==> config.mk <==
export PLATFORM = sky130hd
export DESIGN_NAME = wdt_reset_unit_flat
export DESIGN_NICKNAME = d
export VERILOG_FILES = /design/src/logic/wdt_pkg.sv /design/src/logic/sfr_if.sv /design/src/logic/wdt_reset_unit.sv /design/src/flat_wrapper.sv
export SDC_FILE = /design/constraint.sdc
export NUM_CORES = 1
export LEC_CHECK = 0
export BUFFER_PORTS_ARGS = -buffer_cell sky130_fd_sc_hd__buf_4
export CAP_MARGIN = 20
export CORE_UTILIZATION = 35
export CTS_CLUSTER_SIZE = 10
export DETAILED_ROUTE_END_ITERATION = 16
export HOLD_SLACK_MARGIN = 0.06
export PLACE_DENSITY_LB_ADDON = 0.3
export SLEW_MARGIN = 10
export SYNTH_ARGS = -nofsm -noshare
export SYNTH_HDL_FRONTEND = slang
export SYNTH_SLANG_ARGS = --single-unit
==> constraint.sdc <==
create_clock -name pclk -period 6.9 [get_ports pclk]
set_input_delay 0 -clock pclk [delete_from_list [all_inputs] [get_ports pclk]]
set_output_delay 0 -clock pclk [all_outputs]
set_load 0.05 [all_outputs]
==> src/logic/wdt_pkg.sv <==
// constants for the watchdog and reset-cause unit and its processor-side bridge
// assumes one 250 MHz clock shared by both ends
package wdt_pkg;
  localparam int CLK_PERIOD_NS = 4;
  // special function register addresses
  localparam logic [7:0] WDT_CTRL_ADDR = 8'hFF;
  localparam logic [7:0] RESET_CAUSE_ADDR = 8'hEF;
  // watchdog control codes
  localparam logic [7:0] CODE_ENABLE = 8'hA5;
  localparam logic [7:0] CODE_DISABLE_1 = 8'hDE;
  localparam logic [7:0] CODE_DISABLE_2 = 8'hAD;
  localparam logic [7:0] CODE_LOCK = 8'hFF;
  localparam int INTERVAL_LSB = 0;
  localparam int INTERVAL_MSB = 2;
  localparam int INTERVAL_GATE_BIT = 7;
  localparam logic [2:0] DISABLE_WINDOW = 3'h4;
  localparam logic [2:0] INTERVAL_RESET = 3'h7;
  localparam int WDT_WIDTH = 21;
  localparam int WDT_BASE_LOG2 = 6;
  // reset cause masks
  localparam logic [7:0] MASK_CNV = 8'h40;
  localparam logic [7:0] MASK_CMP = 8'h20;
  localparam logic [7:0] MASK_SW = 8'h10;
  localparam logic [7:0] MASK_WDT = 8'h08;
  localparam logic [7:0] MASK_MCD = 8'h04;
  localparam logic [7:0] MASK_POR = 8'h02;
  localparam logic [7:0] MASK_PIN = 8'h01;
  localparam logic [7:0] MASK_ENABLES = 8'h64;
  localparam logic [7:0] CAUSE_RESET = 8'h02;
  // reset timing
  localparam logic [3:0] PIN_STRETCH_CYCLES = 4'hC;
  localparam logic [3:0] PIN_DRIVE_CYCLES = 4'hC;
  localparam int MCD_MIN_US = 100;
  localparam int MCD_MAX_US = 500;
  // bridge register offsets
  localparam logic [11:0] OFF_CMD = 12'h000;
  localparam logic [11:0] OFF_STATUS = 12'h004;
  localparam logic [11:0] OFF_DISABLE = 12'h008;
  localparam int CMD_READ_BIT = 16;
  typedef enum logic [2:0] {
    st_run = 3'b001,
    st_hold = 3'b010,
    st_stretch = 3'b100
  } rst_state_e;
endpackage

==> src/logic/sfr_if.sv <==
// special function register link between processor core and reset unit
// assumes both ends share pclk
`timescale 1ns/10ps
interface sfr_if;
  logic wr;
  logic rd;
  logic [7:0] addr;
  logic [7:0] wdata;
  logic [7:0] rdata;
  logic sys_reset;
  modport device (input wr, input rd, input addr, input wdata, output rdata, output sys_reset);
  modport core (output wr, output rd, output addr, output wdata, input rdata, input sys_reset);
endinterface

==> src/logic/wdt_reset_unit.sv <==
// watchdog timer and reset-source control with reset sequencer
// assumes single-cycle register strobes from the core on pclk; pin and analog inputs are asynchronous
`timescale 1ns/10ps
// Behaviour
// DE then AD write disables watchdog
// AD must follow DE within four cycles
// software masks interrupts during disable pair
// FF write locks out disabling until reset
// lock write neither enables nor restarts
// timeout is four power three-plus-n cycles
// interval written only when bit seven clear
// control read gives interval, 111b after reset
// bit six enables/flags convert-start reset
// bit five enables/flags comparator reset
// bit four forces internal reset, flags it
// bit three read-only watchdog reset flag
// bit two enables/flags missing clock detector
// bit one set by power-on reset
// bit zero forces reset driving pin low
// missing clock reset after 100-500 us
// A5 write enables and restarts watchdog
// after reset watchdog runs at maximum interval
// watchdog counter is 21 bits wide
// stay in reset 12 cycles after pin
// unknown bit-seven-set write changes nothing except cancelling a pending DE
// watchdog reset sets only its flag
module wdt_reset_unit #(
  parameter int wdt_base_log2 = wdt_pkg::WDT_BASE_LOG2
) (
  input wire logic pclk,
  input wire logic presetn,
  sfr_if.device sfr,
  input wire logic rst_pin_in,
  output logic rst_pin_out,
  output logic rst_pin_oe,
  input wire logic convert_start_input,
  input wire logic comparator_zero,
  input wire logic missing_clock_event,
  output logic watchdog_running
);
  logic [1:0] pin_s;
  logic [1:0] cnv_s;
  logic [1:0] cmp_s;
  logic [1:0] mcd_s;
  logic wdt_en;
  logic wdt_lock;
  logic [2:0] interval;
  logic [wdt_pkg::WDT_WIDTH-1:0] wdt_cnt;
  logic arm;
  logic [2:0] arm_age;
  logic [7:0] enables;
  logic [7:0] cause;
  wdt_pkg::rst_state_e state;
  logic [3:0] cnt;
  logic sys_rst;
  logic pin_oe;
  logic [7:0] rdata;
  logic running;
  logic wr_wdt;
  logic wr_rc;
  logic wdt_ovf;
  logic [7:0] int_cause;

  // last count before overflow for interval n
  function automatic logic [wdt_pkg::WDT_WIDTH-1:0] wdt_limit(input logic [2:0] n);
    logic [4:0] sh;
    sh = 5'(wdt_base_log2) + {1'b0, n, 1'b0};
    wdt_limit = (21'h000001 << sh) - 21'h000001;
  endfunction

  always_ff @(posedge pclk or negedge presetn) begin
    if (!presetn) begin
      pin_s <= 2'h3;
      cnv_s <= 2'h3;
      cmp_s <= 2'h3;
      mcd_s <= 2'h0;
    end else begin
      pin_s <= {pin_s[0], rst_pin_in};
      cnv_s <= {cnv_s[0], convert_start_input};
      cmp_s <= {cmp_s[0], comparator_zero};
      mcd_s <= {mcd_s[0], missing_clock_event};
    end
  end

  // register writes are dropped while the system is held in reset
  assign running = (state == wdt_pkg::st_run);
  assign wr_wdt = sfr.wr & running & (sfr.addr == wdt_pkg::WDT_CTRL_ADDR);
  assign wr_rc = sfr.wr & running & (sfr.addr == wdt_pkg::RESET_CAUSE_ADDR);
  // compare, not equality: a lowered interval must not wait for a counter wrap
  assign wdt_ovf = wdt_en & (wdt_cnt >= wdt_limit(interval));

  // watchdog command decode
  always_ff @(posedge pclk or negedge presetn) begin
    if (!presetn) begin
      wdt_en <= 1'b1;
      wdt_lock <= 1'b0;
      interval <= wdt_pkg::INTERVAL_RESET;
      arm <= 1'b0;
      arm_age <= 3'h0;
    end else if (!running) begin
      wdt_en <= 1'b1;
      wdt_lock <= 1'b0;
      interval <= wdt_pkg::INTERVAL_RESET;
      arm <= 1'b0;
      arm_age <= 3'h0;
    end else begin
      if (arm && arm_age != 3'h7) begin
        arm_age <= arm_age + 3'h1;
      end
      if (wr_wdt) begin
        arm <= 1'b0;
        unique case (sfr.wdata)
          wdt_pkg::CODE_ENABLE: begin
            wdt_en <= 1'b1;
          end
          wdt_pkg::CODE_DISABLE_1: begin
            arm <= 1'b1;
            arm_age <= 3'h0;
          end
          wdt_pkg::CODE_DISABLE_2: begin
            // pair too far apart or locked: ignored
            if (arm && arm_age < wdt_pkg::DISABLE_WINDOW && !wdt_lock) begin
              wdt_en <= 1'b0;
            end
          end
          wdt_pkg::CODE_LOCK: begin
            wdt_lock <= 1'b1;
          end
          default: begin
            if (!sfr.wdata[wdt_pkg::INTERVAL_GATE_BIT]) begin
              interval <= sfr.wdata[wdt_pkg::INTERVAL_MSB:wdt_pkg::INTERVAL_LSB];
            end
          end
        endcase
      end
    end
  end

  // watchdog counter
  always_ff @(posedge pclk or negedge presetn) begin
    if (!presetn) begin
      wdt_cnt <= '0;
    end else if (!running || (wr_wdt && sfr.wdata == wdt_pkg::CODE_ENABLE)) begin
      wdt_cnt <= '0;
    end else if (wdt_en) begin
      wdt_cnt <= wdt_cnt + 21'h000001;
    end
  end

  // source enables, cleared by every system reset
  always_ff @(posedge pclk or negedge presetn) begin
    if (!presetn) begin
      enables <= 8'h00;
    end else if (!running) begin
      enables <= 8'h00;
    end else if (wr_rc) begin
      enables <= sfr.wdata & wdt_pkg::MASK_ENABLES;
    end
  end

  // internal sources in fixed priority; whole cause replaced so only one flag stands
  always_comb begin
    int_cause = 8'h00;
    if ((enables & wdt_pkg::MASK_CNV) != 8'h00 && !cnv_s[1]) begin
      int_cause = wdt_pkg::MASK_CNV;
    end else if ((enables & wdt_pkg::MASK_CMP) != 8'h00 && !cmp_s[1]) begin
      int_cause = wdt_pkg::MASK_CMP;
    end else if ((enables & wdt_pkg::MASK_MCD) != 8'h00 && mcd_s[1]) begin
      int_cause = wdt_pkg::MASK_MCD;
    end else if (wdt_ovf) begin
      int_cause = wdt_pkg::MASK_WDT;
    end else if (wr_rc && (sfr.wdata & wdt_pkg::MASK_SW) != 8'h00) begin
      int_cause = wdt_pkg::MASK_SW;
    end
  end

  // reset sequencer; cause survives its own resets
  always_ff @(posedge pclk or negedge presetn) begin
    if (!presetn) begin
      state <= wdt_pkg::st_stretch;
      cnt <= 4'h0;
      cause <= wdt_pkg::CAUSE_RESET;
      sys_rst <= 1'b1;
      pin_oe <= 1'b0;
    end else begin
      unique case (state)
        wdt_pkg::st_run: begin
          cnt <= 4'h0;
          if (!pin_s[1]) begin
            state <= wdt_pkg::st_hold;
            cause <= wdt_pkg::MASK_PIN;
            sys_rst <= 1'b1;
          end else if (wr_rc && (sfr.wdata & wdt_pkg::MASK_PIN) != 8'h00) begin
            state <= wdt_pkg::st_hold;
            cause <= wdt_pkg::MASK_POR;
            pin_oe <= 1'b1;
            sys_rst <= 1'b1;
          end else if (int_cause != 8'h00) begin
            state <= wdt_pkg::st_stretch;
            cause <= int_cause;
            sys_rst <= 1'b1;
          end
        end
        wdt_pkg::st_hold: begin
          // own drive of the pin is released before its level is trusted again
          if (pin_oe) begin
            cnt <= cnt + 4'h1;
            if (cnt == wdt_pkg::PIN_DRIVE_CYCLES - 4'h1) begin
              pin_oe <= 1'b0;
            end
          end else if (pin_s[1]) begin
            state <= wdt_pkg::st_stretch;
            cnt <= 4'h0;
          end
        end
        wdt_pkg::st_stretch: begin
          cnt <= cnt + 4'h1;
          if (cnt == wdt_pkg::PIN_STRETCH_CYCLES - 4'h1) begin
            state <= wdt_pkg::st_run;
            sys_rst <= 1'b0;
          end
        end
        default: begin
          state <= wdt_pkg::st_stretch;
          cnt <= 4'h0;
          sys_rst <= 1'b1;
          pin_oe <= 1'b0;
        end
      endcase
    end
  end

  // read data, one cycle after the strobe
  always_ff @(posedge pclk or negedge presetn) begin
    if (!presetn) begin
      rdata <= 8'h00;
    end else if (sfr.rd) begin
      if (sfr.addr == wdt_pkg::WDT_CTRL_ADDR) begin
        rdata <= {5'h00, interval};
      end else if (sfr.addr == wdt_pkg::RESET_CAUSE_ADDR) begin
        rdata <= {1'b0, cause[6:0]};
      end else begin
        rdata <= 8'h00;
      end
    end
  end

  always_ff @(posedge pclk or negedge presetn) begin
    if (!presetn) begin
      watchdog_running <= 1'b1;
    end else begin
      watchdog_running <= wdt_en;
    end
  end

  assign sfr.rdata = rdata;
  assign sfr.sys_reset = sys_rst;
  assign rst_pin_oe = pin_oe;
  // open drain: only ever pulls low
  assign rst_pin_out = 1'b0;
endmodule

==> src/flat_wrapper.sv <==
// flat-port wrapper written by rule: the top's interface ports become plain ports
module wdt_reset_unit_flat 
#(
  parameter int wdt_base_log2 = wdt_pkg::WDT_BASE_LOG2
)
  (pclk, presetn, rst_pin_in, rst_pin_out, rst_pin_oe, convert_start_input, comparator_zero, missing_clock_event, watchdog_running, sfr_wr, sfr_rd, sfr_addr, sfr_wdata, sfr_rdata, sfr_sys_reset);
  sfr_if sfr_i ();
  input wire logic pclk;
  input wire logic presetn;
  input wire logic rst_pin_in;
  output logic rst_pin_out;
  output logic rst_pin_oe;
  input wire logic convert_start_input;
  input wire logic comparator_zero;
  input wire logic missing_clock_event;
  output logic watchdog_running;
  input wire logic [$bits(sfr_i.wr)-1:0] sfr_wr;
  input wire logic [$bits(sfr_i.rd)-1:0] sfr_rd;
  input wire logic [$bits(sfr_i.addr)-1:0] sfr_addr;
  input wire logic [$bits(sfr_i.wdata)-1:0] sfr_wdata;
  output wire logic [$bits(sfr_i.rdata)-1:0] sfr_rdata;
  output wire logic [$bits(sfr_i.sys_reset)-1:0] sfr_sys_reset;
  assign sfr_i.wr = sfr_wr;
  assign sfr_i.rd = sfr_rd;
  assign sfr_i.addr = sfr_addr;
  assign sfr_i.wdata = sfr_wdata;
  assign sfr_rdata = sfr_i.rdata;
  assign sfr_sys_reset = sfr_i.sys_reset;
  wdt_reset_unit #(.wdt_base_log2(wdt_base_log2)) u_core (.pclk(pclk), .presetn(presetn), .sfr(sfr_i), .rst_pin_in(rst_pin_in), .rst_pin_out(rst_pin_out), .rst_pin_oe(rst_pin_oe), .convert_start_input(convert_start_input), .comparator_zero(comparator_zero), .missing_clock_event(missing_clock_event), .watchdog_running(watchdog_running));
endmodule
# After elaboration in Yosys (flattened, before gate mapping)
# Index checks and enable logic that the tools add are counted.
word_totals:
  reg_bits: 70
  in_bits: 24
  output_inout_bits: 12
  wordCells: 134
op_classes:
  addsub: 5
  n_lt_le_gt_ge: 2
  n_eq_ne: 26
  n_shift: 1
  mux: 52
  n_bitwise: 6
  n_reduce_logical: 24
ops:
  columns: ["op", "n"]
  rows:
  - ["8-bit equality test, second input constant", 6]
  - ["21-bit two-way mux", 2]
  - ["3-bit two-way mux", 14]
  - ["7-bit two-way mux", 6]
  - ["8-bit two-way mux", 5]
  - ["21-bit by 1-bit adder with 21-bit output, second input constant", 1]
  - ["21-bit greater-or-equal comparator", 1]
  - ["1-bit by 5-bit left shift with 21-bit output, first input constant", 1]
  - ["21-bit by 1-bit subtractor with 21-bit output, second input constant", 1]
  - ["1-bit two-way mux", 17]
  - ["2-bit inequality test, second input constant", 7]
  - ["3-bit inequality test, second input constant", 4]
  - ["3-bit AND reduction", 4]
  - ["1-bit logical AND", 9]
  - ["3-bit case mux with 3 select lines", 1]
  - ["4-bit two-way mux", 2]
  - ["4-bit case mux with 2 select lines", 1]
  - ["8-bit nonzero test", 1]
  - ["2-bit by 1-bit inequality test with 1-bit output, second input constant", 3]
  - ["1-bit case mux with 3 select lines", 2]
  - ["3-bit by 4-bit adder with 5-bit output, first input constant", 1]
  - ["5-bit two-way mux", 1]
  - ["4-bit by 1-bit adder with 4-bit output, second input constant", 1]
  - ["1-bit bitwise AND", 4]
  - ["16 further kinds", 21]

# Depth between registers and ports, before layout
logic_depth:
  ltp_word: 14
  depth_mapped: 10
  mapped_depth_nobuf: 10

# Least setup slack after synthesis
# No wires, ideal clock.
synth_path:
  path_kind: "reg2reg"
  startpoint: "register u_core.interval[2]"
  endpoint: "register u_core.cause[1]"
  setup_ns: 0.059
  t_arrival_ns: 2.711
  required_time_ns: 6.841
  setup_slack_ns: 4.130
  stages_incl_launch_ff: 11
  n_path_buf: 1
  synth_period_minus_slack_ns: 2.770
  cell_sequence: "dfstp_2 > clkbuf_1 > o21ai_0 > or2_2 > ha_1 > o21ai_0 > nor2_1 > o31ai_1 > a41oi_1 > o21ai_0 > a21bo_2"
synth_via:
  elab_chain_cells: 12
  word_cells_on_any_way: 15
  cone_classes: "2 x add/sub; 1 x order compare; 1 x eq/ne; 1 x shift; 7 x mux; 1 x bitwise; 2 x reduce/logical"
synth_rtl:
  columns: ["element", "line_no", "text"]
  rows:
  - ["start, declared", "wdt_reset_unit.sv:47", "logic [2:0] interval;"]
  - ["start signal, assigned", "wdt_reset_unit.sv:97", "interval <= wdt_pkg::INTERVAL_RESET;"]
  - ["start signal, assigned", "wdt_reset_unit.sv:103", "interval <= wdt_pkg::INTERVAL_RESET;"]
  - ["start signal, assigned", "wdt_reset_unit.sv:131", "interval <= sfr.wdata[wdt_pkg::INTERVAL_MSB:wdt_pkg::INTERVAL_LSB];"]
  - ["3-bit by 4-bit adder with 5-bit output *", "wdt_reset_unit.sv:67", "sh = 5'(wdt_base_log2) + {1'b0, n, 1'b0};"]
  - ["1-bit by 5-bit left shift with 21-bit output *", "wdt_reset_unit.sv:68", "wdt_limit = (21'h000001 << sh) - 21'h000001;"]
  - ["21-bit by 1-bit subtractor with 21-bit output *", "wdt_reset_unit.sv:68", null]
  - ["21-bit greater-or-equal comparator *", "wdt_reset_unit.sv:90", "assign wdt_ovf = wdt_en & (wdt_cnt >= wdt_limit(interval));"]
  - ["1-bit bitwise AND *", "wdt_reset_unit.sv:90", null]
  - ["8-bit two-way mux *", "wdt_reset_unit.sv:170", "end else if (wdt_ovf) begin"]
  - ["8-bit two-way mux *", "wdt_reset_unit.sv:168", "end else if ((enables & wdt_pkg::MASK_MCD) != 8'h00 && mcd_s[1]) begin"]
  - ["8-bit two-way mux *", "wdt_reset_unit.sv:166", "end else if ((enables & wdt_pkg::MASK_CMP) != 8'h00 && !cmp_s[1]) begin"]
  - ["8-bit two-way mux *", "wdt_reset_unit.sv:164", "if ((enables & wdt_pkg::MASK_CNV) != 8'h00 && !cnv_s[1]) begin"]
  - ["8-bit nonzero test or 7-bit two-way mux (tied branches)", "wdt_reset_unit.sv:198", "end else if (int_cause != 8'h00) begin"]
  - ["3-bit inequality test (no line) or 7-bit two-way mux (tied branches)", null, null]
  - ["2-bit AND reduction (no line) or 7-bit two-way mux (tied branches)", null, null]
  - ["end signal, assigned", "wdt_reset_unit.sv:182", "cause <= wdt_pkg::CAUSE_RESET;"]
  - ["end signal, assigned", "wdt_reset_unit.sv:195", "cause <= wdt_pkg::MASK_POR;"]
  - ["end signal, assigned", "wdt_reset_unit.sv:200", "cause <= int_cause;"]
  - ["end, declared", "wdt_reset_unit.sv:52", "logic [7:0] cause;"]
# Every way passes the cells marked *; elsewhere a longest branch is shown, timed or not. The select of a mux whose other input is x is not followed.
# A chain may end at the register's enable or synchronous reset.

# Worst setup path after layout
# Ends and elaborated chain as after synthesis.

==> impl_metrics.env <==
export IMPL_vdd_drop_max_mv=0.0956
export IMPL_final_cell_mix="dfrtp_1 (51), nor2_1 (43), buf_4 (34)"
export IMPL_drtIter0Drc=159
export IMPL_synth_xor_area_share_pct=5.71
export IMPL_maxSlewViolCount=0
export IMPL_num_rows=36
export IMPL_seq_area_frac_synth_pct=46.6
export IMPL_grt_max_degree=66
export IMPL_dpl_hpwl_mm=5.46
export IMPL_synth_area_top_cells="dfrtp_1 (36%), dfstp_2 (10%), ha_1 (8.9%)"
export IMPL_netlist_cell_type_count=51
export IMPL_slew_headroom_pct=39.0
export IMPL_synthSimpleGateAreaFrac_pct=22.3
export IMPL_grt_pass1_vias=2532
export IMPL_synth_top_family_by_area="simple AND/OR/NAND/NOR gates"
export IMPL_netSwitchingPower_uw=225
export IMPL_cp_buffers_inverters=0
export IMPL_synth_cell_area_um2=3530
export IMPL_dr_wl_met3_um=224
export IMPL_grt_ovfl_total=0
export IMPL_crit_type="reg2reg"
export IMPL_synth_top_area_cell="dfrtp_1"
export IMPL_synth_main_ff_cell="dfrtp_1"
export IMPL_io_pins=36
export IMPL_cts_root_buf="clkbuf_8"
export IMPL_gp_congestion=0.819
export IMPL_antenna_found_initial=0
export IMPL_setup_worst_path_start_class="flip-flop"
export IMPL_vias=2716
export IMPL_worst_setup_path_end_kind="flip-flop"
export IMPL_yosys_area_top_type_share_pct=36.2
export IMPL_ys_seq_elements=65
export IMPL_n_fill_cell=939
export IMPL_cellPowerDensity_nw_per_um2=209
export IMPL_synth_edf_count=0
export IMPL_setup_tns_ns=0
export IMPL_syn2layout_area_growth_pct=20.8
export IMPL_setup_slack_ns=3.95
export IMPL_synth_avg_cell_area_um2=9.66
export IMPL_clockPowerShare_pct=40.8
export IMPL_start_util_pct=36.1
export IMPL_yosys_warnings=0
export IMPL_crit_top_cell="o21ai_0"
export IMPL_routedLengthMet1_mm=3.74
export IMPL_min_path_type="in2reg"
export IMPL_synthCells=365
export IMPL_coreArea_um2=9770
export IMPL_synthMuxAreaShare_pct=2.06
export IMPL_synth_compound_area_share_pct=10.6
export IMPL_dieArea_um2=10500
export IMPL_die_y_um=102
export IMPL_antenna_left=0
export IMPL_dr_pass1_iters=4
export IMPL_layout_commonest_cell="dfrtp_1"
export IMPL_n_antenna_cell=0
export IMPL_combinationalPowerShare_pct=11.7
export IMPL_routedWlPerCell_um=13.3
export IMPL_hold_viol=0
export IMPL_clk_pin_slew_ns=0.07
export IMPL_cp_slowest_cell="dfstp_2"
export IMPL_grt_pass1_wl_mm=12.3
export IMPL_clk_latency_ns=0.34
export IMPL_worstMarginPinSlew_ns=0.914
export IMPL_post_route_drc_count=0
export IMPL_dp_slack_ns=4.04
export IMPL_leakage_nw=1.94
export IMPL_max_stage_delay_ns=0.63
export IMPL_p_seq_share_pct=47.5
export IMPL_p_int_uw=667
export IMPL_cap_violations=0
export IMPL_cts_tree="built"
export IMPL_track_usage_pct=15.2
export IMPL_arrival_ns=3.23
export IMPL_critPathTopFamily="compound AO/OA/AOI/OAI gates"
export IMPL_drive_above_1_share_pct=17.7
export IMPL_setup_viol_count_final=0
export IMPL_synthAdderAreaFrac_pct=8.87
export IMPL_routed_wirelength_mm=7.37
export IMPL_portBuffers=33
export IMPL_htree_levels=3
export IMPL_path_cells="o21ai_0, or2_2, ha_1, o21ai_0, nor2_1, o31ai_1, a41oi_1, o21ai_0, a21bo_2"
export IMPL_outcome="complete, no violations"
export IMPL_rsz0062_at_grt="false"
export IMPL_cts_sinks=65
export IMPL_required_ns=7.18
export IMPL_swShare_pct=25.2
export IMPL_viasPerCell=4.92
export IMPL_numCtsBuffers=9
export IMPL_cts_repair_resize_count=0
export IMPL_met2_length_mm=3.28
export IMPL_cp_max_fo=11
export IMPL_die_w_um=102
export IMPL_layout_nets=463
export IMPL_async_flop_share_pct=100
export IMPL_fin_crit_ns=2.95
export IMPL_cts_max_path_buffers=2
export IMPL_finClkSkew_ns=0.0146
export IMPL_top_layer="met4"
export IMPL_timing_fmax_ghz=0.339
export IMPL_fin_crit_sh_pct=42.7
==> synthesized netlist by cell type (all sizes together), types with 3 or more instances <==
cell and number:
nor3b 4, xnor2 6, inv 17, nor2b 4, nand2b 6, mux2i 5, o21bai 3, nand3b 3
a21oi 13, nor3 5, buf 5, dfstp 14, xor2 17, nand4 15, nand2 35, o21ai 25
ha 25, nand3 20, nor2 44, and3 4, a32o 4, and4 4, clkbuf 7, dfrtp 51
==> cells by family (layout without fill, tap and decap cells) <==
family	Yosys count	count (layout)
muxes	7	7
DFF	65	65
and+or+nand+nor	154	154
buffers and inverters	29	80
xor gates and xnor gates	23	23
other	2	5
AOI/OAI and AO/OA	60	60
adders and majority gates	25	25
==> worst register-to-register path: stages (launching register included) <==
cell and delay, ns:
dfstp_2 0.63, o21ai_0 0.15, or2_2 0.30, ha_1 0.29, o21ai_0 0.17, nor2_1 0.06, o31ai_1 0.32, a41oi_1 0.26
o21ai_0 0.50, a21bo_2 0.22
==> per-stage QoR <==
| stage | utilization, % | power, mW | hold slack, ns | area, um2 | std cells |
|---|---|---|---|---|---|
| CTS | 43.6 | 0.902 | 0.0726 | 4260 | 552 |
| detailed placement | 39.9 | 0.529 | 0.110 | 3900 | 523 |
| floorplan | - | 0.491 | -0.296 | 3540 | 368 |
| global route | 43.6 | 0.937 | 0.119 | 4260 | 552 |
| finish | 43.6 | 0.891 | 0.0823 | 4260 | 552 |
| global placement | 39.9 | 0.525 | 0.113 | 3900 | 523 |
==> worst paths after layout <==
| path | endpoint | slack (ns) | startpoint | depth (start not counted) |
|---|---|---|---|---|
| setup reg to reg | u_core.cause[1] | 3.95 | u_core.interval[2] | 9 |
| min in group asynchronous | u_core.sfr.rdata[3] | 0.29 | presetn | 2 |
| hold reg to reg | u_core.pin_s[1] | 0.36 | u_core.pin_s[0] | 0 |
| hold / removal | u_core.sfr.rdata[0] | 0.08 | sfr_addr[4] | 4 |
| setup / recovery | u_core.cause[1] | 3.95 | u_core.interval[2] | 9 |
| max in group asynchronous | u_core.mcd_s[1] | 6.06 | presetn | 2 |
==> final cells by class <==
| cell class | count | area [um2] | area share (%) |
|---|---|---|---|
| sequential | 65 | 1640 | 38.6 |
| multi-input combinational | 274 | 1770 | 41.6 |
| tap | 133 | 166 | 3.91 |
| timing repair buffer | 47 | 385 | 9.05 |
| inverter | 17 | 63.8 | 1.50 |
| clock inverter | 6 | 91.3 | 2.14 |
| clock buffer | 10 | 138 | 3.23 |
==> registers in the layout, summed over array words and instances (netlist names) <==
| signal | flops |
|---|---|
| u_core.wdt_cnt | 21 |
| u_core.cause | 7 |
| u_core.sfr.rdata | 7 |
| u_core.cnt | 4 |
| u_core.arm_age | 3 |
| u_core.enables | 3 |
| u_core.interval | 3 |
| u_core.state | 3 |
| u_core.cmp_s | 2 |
| u_core.cnv_s | 2 |
| u_core.mcd_s | 2 |
| u_core.pin_s | 2 |
| u_core.arm | 1 |
| u_core.rst_pin_oe | 1 |
| u_core.sfr.sys_reset | 1 |
| u_core.watchdog_running | 1 |
| u_core.wdt_en | 1 |
| u_core.wdt_lock | 1 |
==> routing by layer <==
layer  up-vias  track usage [%]
li1       1383                -
met1      1273             22.1
met2        50             22.8
met3        10             2.33
met4         0             5.93
met5         -                0
==> timing repair <==
| item | 4_1_cts | 5_1_grt |
|---|---|---|
| endpoints found under the hold margin | 72 | 0 |
| buffers inserted | 0 | 0 |
| hold buffers | 13 | 0 |
==> power by group through the flow <==
stage	sequential, mW	clock (mW)	combinational, mW
finish	0.424	0.364	0.104
global route	0.427	0.391	0.119
CTS	0.423	0.374	0.105
detailed placement	0.430	0	0.0985
global placement	0.429	0	0.0962
floorplan	0.430	0	0.0602
(Power assumes the default switching activity.)
